`src/core/rpc_pkg.sv`:
```
// shared constants and types of the region protection checker
package rpc_pkg;
  localparam int          ADDR_W          = 32;
  localparam int          SEL_LSB         = 0;
  localparam int          SEL_MSB         = 3;
  localparam int          BASE_LSB        = 5;
  localparam int          BASE_MSB        = 31;
  localparam int          SIZE_LSB        = 1;
  localparam int          SIZE_MSB        = 5;
  localparam int          ENABLE_BIT      = 0;
  localparam int          SUBDIS_LSB      = 8;
  localparam int          SUBDIS_MSB      = 15;
  localparam int          XN_BIT          = 12;
  localparam int          PERM_LSB        = 8;
  localparam int          PERM_MSB        = 10;
  localparam int          TEX_LSB         = 3;
  localparam int          TEX_MSB         = 5;
  localparam int          SHARE_BIT       = 2;
  localparam int          CACHE_BIT       = 1;
  localparam int          BUFF_BIT        = 0;
  localparam logic [4:0]  SIZE_MIN_SMALL  = 5'h04;
  localparam logic [4:0]  SIZE_MIN_LARGE  = 5'h07;
  localparam logic [4:0]  SIZE_SUB_MIN    = 5'h07;
  localparam logic [4:0]  SIZE_MAX        = 5'h1f;
  localparam logic [31:0] SIZE_RESET      = 32'h00000000;
  localparam logic [31:0] BASE_RESET      = 32'h00000000;
  localparam logic [31:0] ACC_RESET       = 32'h00000000;
  localparam logic [3:0]  SEL_RESET       = 4'h0;
  localparam logic [3:0]  HIGH_AREA       = 4'hf;
  localparam logic [2:0]  PERM_NONE       = 3'h0;
  localparam logic [2:0]  PERM_PRIV_RW    = 3'h1;
  localparam logic [2:0]  PERM_USER_RO    = 3'h2;
  localparam logic [2:0]  PERM_FULL       = 3'h3;
  localparam logic [2:0]  PERM_PRIV_RO    = 3'h5;
  localparam logic [2:0]  PERM_RO         = 3'h6;

  typedef enum logic [1:0] {
    MT_STRONG,
    MT_DEVICE,
    MT_NORMAL
  } rpc_mtype_t;

  typedef enum logic [1:0] {
    CP_NONCACHE,
    CP_WTHRU,
    CP_WBACK
  } rpc_cpol_t;

  typedef enum logic [1:0] {
    WR_SELECT,
    WR_BASE,
    WR_SIZE,
    WR_ACCESS
  } rpc_wsel_t;
endpackage : rpc_pkg

```
`src/core/rpc_region.sv`:
```
// one protection region: stored settings and address match
module rpc_region
  import rpc_pkg::*;
#(
  parameter logic [4:0] MIN_SIZE = 5'h04
)
(
  input  wire logic        clk,
  input  wire logic        rst_n,
  input  wire logic        wr_base,
  input  wire logic        wr_size,
  input  wire logic        wr_acc,
  input  wire logic [31:0] wdata,
  input  wire logic [31:0] addr,
  output      logic [31:0] base_q,
  output      logic [31:0] size_q,
  output      logic [31:0] acc_q,
  output      logic        hit
);
  logic [31:0] mask;
  logic [4:0]  sz;
  logic        size_ok;
  logic [2:0]  sub_idx;
  logic        sub_on;
  logic        in_range;

  always_ff @(posedge clk)
  begin
    if (!rst_n)
    begin
      base_q <= rpc_pkg::BASE_RESET;
      size_q <= rpc_pkg::SIZE_RESET;
      acc_q  <= rpc_pkg::ACC_RESET;
    end
    else
    begin
      if (wr_base)
        base_q <= {wdata[rpc_pkg::BASE_MSB:rpc_pkg::BASE_LSB], 5'h00};
      if (wr_size)
        size_q <= wdata;
      if (wr_acc)
        acc_q <= wdata;
    end
  end

  assign sz      = size_q[rpc_pkg::SIZE_MSB:rpc_pkg::SIZE_LSB];
  // region spans 2^(sz+1) bytes; out-of-range codes never match
  assign size_ok = (sz >= MIN_SIZE) && (sz <= rpc_pkg::SIZE_MAX);
  assign mask    = (sz == rpc_pkg::SIZE_MAX) ? 32'h00000000
                 : (32'hffffffff << (sz + 5'h01));
  // base bits below size are assumed zero by software, masked anyway
  assign in_range = ((addr & mask) == (base_q & mask));
  // sub-region index is the top three address bits inside the region
  assign sub_idx = 3'((addr >> (sz - 5'h02)) & 32'h7);
  assign sub_on  = (sz < rpc_pkg::SIZE_SUB_MIN) ? 1'b1
                 : !size_q[rpc_pkg::SUBDIS_LSB + 32'(sub_idx)];
  assign hit = size_q[rpc_pkg::ENABLE_BIT] && size_ok && in_range && sub_on;
endmodule : rpc_region

```
`config.mk`:
```
export PLATFORM = sky130hd
export DESIGN_NAME = rpc_region
export DESIGN_NICKNAME = d
export VERILOG_FILES = /design/src/core/rpc_pkg.sv /design/src/core/rpc_region.sv
export SDC_FILE = /design/constraint.sdc
export NUM_CORES = 1
export LEC_CHECK = 0
export ABC_AREA = 1
export BUFFER_PORTS_ARGS = -buffer_cell sky130_fd_sc_hd__buf_4
export CAP_MARGIN = 10
export CORE_UTILIZATION = 25
export CTS_BUF_LIST = sky130_fd_sc_hd__clkbuf_8
export CTS_CLUSTER_DIAMETER = 60
export DETAILED_ROUTE_END_ITERATION = 6
export GPL_TIMING_DRIVEN = 0
export SYNTH_ARGS = -nofsm -noshare
export SYNTH_HDL_FRONTEND = slang
export SYNTH_SLANG_ARGS = --single-unit
```
`constraint.sdc`:
```
create_clock -name clk -period 3.7 [get_ports clk]
set_input_delay 0.555 -clock clk [delete_from_list [all_inputs] [get_ports clk]]
set_output_delay 0.555 -clock clk [all_outputs]
set_load 0.05 [all_outputs]
```
### Word level (Yosys, flattened, before mapping)

Index checks and enable logic that the tools add are counted.
Widths: inputs -> output; s select.

* register bits: 91
* bits in latches: 0
* memory bits (writable): 0
* bits in read-only memories: 0
* input port bits: 69
* output and inout bits: 97
* word-level logic and storage cells: 25
* memories kept: 0

* add/subtract/negate cells: 3
* $mul: 0
* div/mod/pow operators: 0
* order comparisons: 4
* eq/ne operators: 2
* shift operators: 2
* muxes and demuxes: 4
* bitwise operators: 2
* reduce and logical (&&, ||, !) cells: 5

Operators with widths (count)
* $and 32x32->32: 2
* $eq 32x32->1: 1
* $mux 32: 1
* $shl 32x5->32 const A: 1
* $shr 32x5->3: 1
* $lt 5x6->1 const B: 1
* $add 4x3->5 const A: 1
* $add 5x1->5 const B: 1
* $bmux 1 s5: 1
* $eq 5x5->1 const B: 1
* $ge 5x3->1 const B: 1
* $le 5x5->1 const B: 1
* $lt 5x3->1 const B: 1
* $sub 5x2->5 const B: 1
* $logic_and 1x1->1: 4
* $mux 1: 2
* $logic_not 1->1: 1

### Longest topological paths before layout

Gate-level depths: netlist of the first run.

* depth after elaboration: 8
* depth in mapped cells: 17
* mapped depth without buffers: 16

### Worst setup path after synthesis of the first run

No wires, ideal clock.

* path kind: register to output
* from: register size_q[2]
* to: output port hit
* arrival: 2879 ps
* required time: 3145 ps
* path slack: 266 ps
* cell stages (with the launch flop): 17
* path buffers: 3
* cell sequence: dfxtp_1 > buf_4 > inv_4 > buf_2 > ha_1 > inv_1 > clkbuf_1 > nand3_1 > nand3_1 > nand3_2 > nand2_2 > nand2_1 > nand3_1 > nand3_1 > nand3_1 > nand2_1 > inv_1

* longest elaborated chain between the ends: 8
* elaborated cells between the ends (all ways): 21
* those cells by class: add/sub (3); order compare (3); eq/ne (2); shift (2); mux (4); bitwise (2); reduce/logical (5)

Ends and longest elaborated chain
* start: declaration: RTL line rpc_region.sv:16 `output logic [31:0] size_q,`
* start signal: assignment: RTL line rpc_region.sv:32 `size_q <= rpc_pkg::SIZE_RESET;`
* start signal: assignment: RTL line rpc_region.sv:40 `size_q <= wdata;`
* $sub 5x2->5: RTL line rpc_region.sv:54 `assign sub_idx = 3'((addr >> (sz - 5'h02)) & 32'h7);`
* $shr 32x5->3: RTL line rpc_region.sv:54
* $add 4x3->5: RTL line rpc_region.sv:56 `: !size_q[rpc_pkg::SUBDIS_LSB + 32'(sub_idx)];`
* $bmux 1 s5: RTL line rpc_region.sv:56
* $mux 1 (not written as such): RTL line rpc_region.sv:56
* $logic_not 1->1: RTL line rpc_region.sv:56
* $mux 1: RTL line rpc_region.sv:55 `assign sub_on = (sz < rpc_pkg::SIZE_SUB_MIN) ? 1'b1`
* $logic_and 1x1->1 *: RTL line rpc_region.sv:57 `assign hit = size_q[rpc_pkg::ENABLE_BIT] && size_ok && in_range && sub_on;`
* end: declaration: RTL line rpc_region.sv:18 `output logic hit`

Every way passes the cells marked *; elsewhere a longest branch is shown, timed or not. The select of a mux whose other input is x is not followed.

### Final worst setup path of the first run

Same ends and word-level chain as after synthesis.

==> results_dict.tcl, run 1 <==
set metrics [dict create \
    n_antenna_cell 0 \
    die_h_um 142 \
    status "completed" \
    r2r_cells 4 \
    cts_sinks 91 \
    timing.final.ws_setup_ns 0.184 \
    clk_pin_slew_ns 0.10 \
    yosys-top-cells-area "dfxtp_1 37%, nor2_1 14%, o21ai_0 10%, nand2_1 10%, nand3_1 7.9%" \
    whs_path_depth 3 \
    stdcell_count 1177 \
    min_from "wdata[14]" \
    synth_top_area_cell "dfxtp_1" \
    post-place-ws_ns 0.00865 \
    cts_root_buf "clkbuf_8" \
    finalCritPeriodShare 0.950 \
    cp-start-kind "register" \
    synth_top_area_share 0.373 \
    ios 166 \
    syn_area_sq_um 4890 \
    finalHoldViolCount 0 \
    setup_tns_ns 0 \
    critPathKind "register to output port" \
    ir_worst_vdd_mv 0.208 \
    finalSetupViolCount 0 \
    relSlewSlack 0.637 \
    portBuffers 158 \
    grt_overflow 0 \
    htreeDepth 3 \
    holdCritPathClass "primary input to register" \
    dp_cells 1162 \
    worstMarginPinSlew_ns 0.545 \
    timing.rr.end "size_q[1]" \
    die-area_sq_um 20100 \
    final.min_clock_period_ns 3.52 \
    nNetsFinal 990 \
    hold_path_end "size_q[14]" \
    slew_violations 0 \
    maxClockFrequency_mhz 284 \
    synth_cells 740 \
    cts-buffers-inserted 9 \
    cts.path.max_buffers 2 \
    finClkSkew_ns 0 \
    power_leakage_nw 3.15 \
    worst_r2r_startpoint "size_q[1]" \
    post_drt_wl_per_cell_um 15.9 \
    final_layout_size_suffix_gt1_frac 0.227 \
    area_delta_synth_final_pct 36.0 \
    ys_types 34 \
    worstPathRequired_ns 3.14 \
    r2r_slack_ns 2.63 \
    ys_seq_area_frac 0.373 \
    vias 5389 \
    core_sq_um 19000 \
    syn_avg_cell_area_sq_um 6.60 \
    cts_tree "done" \
    grt_pass1_wl_um 28500 \
    die_w_um 142 \
    drc_errors 0 \
    grt_usage 0.185 \
    drt_iter0_drc 464 \
    via_per_inst 4.58 \
    critPathCaptureType "output port" \
    start_util 0.258 \
    ys_seq_elements 91 \
    dp.final_hpwl_um 15000 \
    antenna_found_initial 0 \
    totalWireLength_um 18700 \
    gp_congestion 0.902 \
    cp_max_fo 19 \
    grt_max_degree 20 \
    cap_violations 0 \
    firstDrtPassIters 5 \
    rsz0062_at_grt "false" \
    grt_pass1_vias 5136 \
    yosys_warnings 0 \
    clock_latency_ns 0.35 \
    rows 50 \
    arrival_ns 2.96 \
    ant_nets 0 \
    power.density_nw_per_um2 424 \
    cts_setup_buffers 0 \
]
## state kept, by name (all words and copies together), names as in the netlist
| name | cells |
|---|---|
| base_q | 27 |
| size_q | 32 |
| acc_q | 32 |
## how the worst max path moves through the flow
stage                     startpoint  endpoint
after floorplan            size_q[2]       hit
after global placement     size_q[2]       hit
after detailed placement   size_q[2]       hit
after CTS                  size_q[2]       hit
after global routing       size_q[2]       hit
final                      size_q[2]       hit
## synth_stat cells, drive strengths merged
cell	instances
a21oi	21
a311o	1
nor2	182
o211ai	2
nand2b	2
o21bai	1
a31oi	2
clkbuf	29
o21ai	107
or2	1
conb	1
xnor2	15
nand2	133
clkinv	1
nand3	79
inv	29
nand4	1
xor2	13
ha	9
dfxtp	91
buf	17
nand3b	3
## metal layers
layer | track usage | share of wire | vias to the layer above
met3 | 0.0398 | 0.078 | 22
met4 | 0.0498 | 0.016 | 0
met5 | 0 | 0 | -
li1 | - | - | 2740
met2 | 0.302 | 0.46 | 201
met1 | 0.246 | 0.45 | 2426
## critical path, cell delays in order, from the launching register on
cell and delay [ns]:
dfxtp_2 0.38, buf_4 0.19, inv_4 0.20, ha_2 0.37
inv_1 0.09, clkbuf_2 0.25, nand3_1 0.11, nand2_1 0.07
nand2_1 0.04, nand2_1 0.13, nand2_1 0.06, o21ai_0 0.13
nand3_1 0.13, nand3_1 0.08, nand3_1 0.07, nand2_1 0.08
inv_1 0.04, buf_4 0.18
## per-stage QoR
step,hold WS (ns),total power [mW],cell area (sq um),util
2_1_floorplan,0.690,1.72,4900,-
3_3_place_gp,0.474,2.05,6410,0.338
3_5_place_dp,0.471,2.05,6410,0.338
4_1_cts,0.410,2.83,6650,0.351
5_1_grt,0.420,2.95,6650,0.351
6_report,0.431,2.82,6650,0.351
## timing repair
| item | 4_1_cts | 5_1_grt |
|---|---|---|
| endpoints found under the setup margin | 1 | 0 |
| gates resized for setup | 4 | 0 |
| hold buffers | 0 | 0 |
## placed cells by master (no fill, tap or decap), drive strengths merged
| cell | netlist | routed |
|---|---|---|
| o21ai | 107 | 107 |
| conb | 1 | 5 |
| clkbuf | 29 | 39 |
| dfxtp | 91 | 91 |
| nand4 | 1 | 1 |
| a21oi | 21 | 21 |
| bufinv | 0 | 2 |
| buf | 17 | 174 |
| o211ai | 2 | 2 |
| clkinv | 1 | 2 |
| nand3b | 3 | 3 |
| inv | 29 | 31 |
| nand2b | 2 | 2 |
| or2 | 1 | 1 |
| xnor2 | 15 | 15 |
| a311o | 1 | 1 |
| nand3 | 79 | 79 |
| o21bai | 1 | 1 |
| clkinvlp | 0 | 1 |
| nor2 | 182 | 182 |
| ha | 9 | 9 |
| a31oi | 2 | 2 |
| xor2 | 13 | 13 |
| nand2 | 133 | 133 |
## power breakdown
| group | total, mW | switching [mW] | internal, mW |
|---|---|---|---|
| clock | 0.788 | 0.381 | 0.407 |
| sequential | 1.11 | 0.0581 | 1.05 |
| combinational | 0.922 | 0.622 | 0.300 |
| total | 2.82 | 1.06 | 1.76 |
## area by class of cell
| cell class | count | area [sq um] |
|---|---|---|
| buffer | 45 | 235 |
| clock buffer | 10 | 138 |
| clock inverter | 6 | 96.3 |
| fill | 2080 | 12300 |
| inverter | 30 | 118 |
| multi-input combinational | 577 | 2730 |
| sequential | 91 | 1820 |
| tap | 260 | 325 |
| timing repair buffer | 158 | 1190 |
## cells by family (layout without fill, tap and decap cells)
group / count (synthesis) / after routing / share of synthesized area
AOI/OAI and AO/OA: 134 / 134 / 0.142
xor gates and xnor gates: 28 / 28 / 0.0517
adders and majority gates: 9 / 9 / 0.0230
buffers and inverters: 76 / 249 / 0.0727
DFF: 91 / 91 / 0.373
other: 1 / 5 / 0.000767
and+or+nand+nor: 401 / 401 / 0.337
(Power assumes the default switching activity.)
==> run 2: changes to the inputs <==
- CORE_ASPECT_RATIO: default -> 1.1
- MAX_ROUTING_LAYER: default -> met4
==> run 2 against run 1 <==
Clock power fell by 0.5%; cell area down 0.24%; setup slack gained 0.0061 ns; total power barely moved; cell count shrank 1.1%; clock skew unchanged; first-iteration DRC count is 8.2% lower; non-clock buffer count unchanged; die area about the same; wire length grew 0.14%; largest power group unchanged; highest routed layer unchanged.
==> results_dict.tcl, run 2 (synthesized netlist as in run 1, its figures left out) <==
set metrics [dict create \
    grt_usage 0.189 \
    rows 53 \
    dp.final_hpwl_um 15100 \
    stdcell_count 1164 \
    htreeDepth 3 \
    critPathCaptureType "output port" \
    setup_tns_ns 0 \
    final_layout_size_suffix_gt1_frac 0.227 \
    ant_nets 0 \
    grt_pass1_wl_um 28000 \
    drt_iter0_drc 426 \
    cp_max_fo 19 \
    critPathKind "register to output port" \
    dp_cells 1149 \
    status "completed" \
    n_antenna_cell 0 \
    drc_errors 0 \
    nNetsFinal 990 \
    worstPathRequired_ns 3.14 \
    grt_max_degree 20 \
    portBuffers 158 \
    grt_overflow 0 \
    cts_tree "done" \
    maxClockFrequency_mhz 285 \
    multi_input_area_sq_um 2730 \
    relSlewSlack 0.613 \
    power.density_nw_per_um2 425 \
    grt_pass1_vias 5002 \
    area_delta_synth_final_pct 35.7 \
    cts_root_buf "clkbuf_8" \
    final_cell_mix "180 x nor2_1, 168 x buf_4, 132 x nand2_1" \
    worstMarginPinSlew_ns 0.581 \
    clock_latency_ns 0.36 \
    reg_top3 "acc_q (32), size_q (32), base_q (27)" \
    gp_congestion 1.00 \
    start_util 0.256 \
    finalSetupViolCount 0 \
    slew_violations 0 \
    power_leakage_nw 3.15 \
    ir_worst_vdd_mv 0.253 \
    clk_pin_slew_ns 0.10 \
    core_sq_um 19100 \
    post_drt_wl_per_cell_um 16.1 \
    via_per_inst 4.67 \
    layout_commonest_cell "nor2_1" \
    finalHoldViolCount 0 \
    die-area_sq_um 20100 \
    vias 5435 \
    final.min_clock_period_ns 3.51 \
    cts-buffers-inserted 9 \
    seq_area_sq_um 1820 \
    arrival_ns 2.96 \
    ios 166 \
    cts.path.max_buffers 2 \
    firstDrtPassIters 5 \
    cap_violations 0 \
    holdWs_ns 0.412 \
    dpl-instance-area_sq_um 6400 \
    ctsHoldBuffers 0 \
    cp-start-kind "register" \
    final_area_sq_um 6630 \
    finalCritPeriodShare 0.949 \
    die_h_um 149 \
    cts_setup_buffers 0 \
    holdCritPathClass "primary input to register" \
    cts_sinks 91 \
    finClkSkew_ns 0 \
    die_w_um 135 \
    rsz0062_at_grt "false" \
    antenna_found_initial 0 \
    fillers 2116 \
    totalWireLength_um 18700 \
]
[run 2: cell count changes in the layout (fill, tap and decap cells not counted), sizes merged]
| cell | previous run | this run |
|---|---|---|
| clkinv | 2 | 1 |
| inv | 31 | 32 |
[run 2: critical path, stage by stage (launching register included)]
cell and delay, ns:
dfxtp_2 0.42, buf_4 0.21, inv_6 0.10, ha_2 0.36, inv_1 0.09, clkbuf_2 0.25, nand3_1 0.12, nand2_1 0.08
nand2_1 0.04, nand2_1 0.14, nand2_1 0.06, o21ai_0 0.14, nand3_1 0.11, nand3_1 0.08, nand3_1 0.08, nand2_1 0.07
inv_1 0.04, buf_4 0.18
[run 2: power breakdown]
group          internal [mW]  switching, mW  total [mW]  leakage, nW
registers               1.05         0.0591        1.11        0.757
clock network          0.406          0.378       0.784        0.114
logic                  0.301          0.624       0.924         2.28
[run 2: area by class of cell]
type / instances / share of cell area
Timing Repair Buffer: 158 / 0.179
Buffer: 45 / 0.0355
Clock buffer: 10 / 0.0208
Clock inverter: 6 / 0.0141
Inverter: 30 / 0.0181
Tap cell: 247 / 0.0466
Multi-Input combinational cell: 577 / 0.411
Sequential cell: 91 / 0.275
[run 2: layer usage]
layer  vias to the layer above  wire length [um]  track usage
li1                       2735                 -            -
met1                      2495              8290        0.236
met2                       190              9070        0.314
met3                        15              1140       0.0324
met4                         0               244       0.0489
met5                         -                 0            -
[run 2: worst paths after layout]
kind,start,end,slack (ns),depth (start not counted)
max,size_q[2],hit,0.19,17
max reg2reg,size_q[1],size_q[1],2.59,4
min,wdata[4],acc_q[4],0.41,3
min reg2reg,size_q[9],size_q[9],0.49,2
[run 2: stage by stage]
stage	utilization	power, mW	setup slack (ns)
finish	0.347	2.82	0.190
global route	0.347	2.95	0.0169
CTS	0.347	2.83	0.177
detailed placement	0.335	2.05	0.0492
global placement	0.335	2.05	0.0199
floorplan	-	1.72	0.266
[run 2: timing repair]
item | CTS | global route
pin swaps | 0 | 0
resized for setup | 4 | 1
endpoints found under the setup margin | 1 | 1
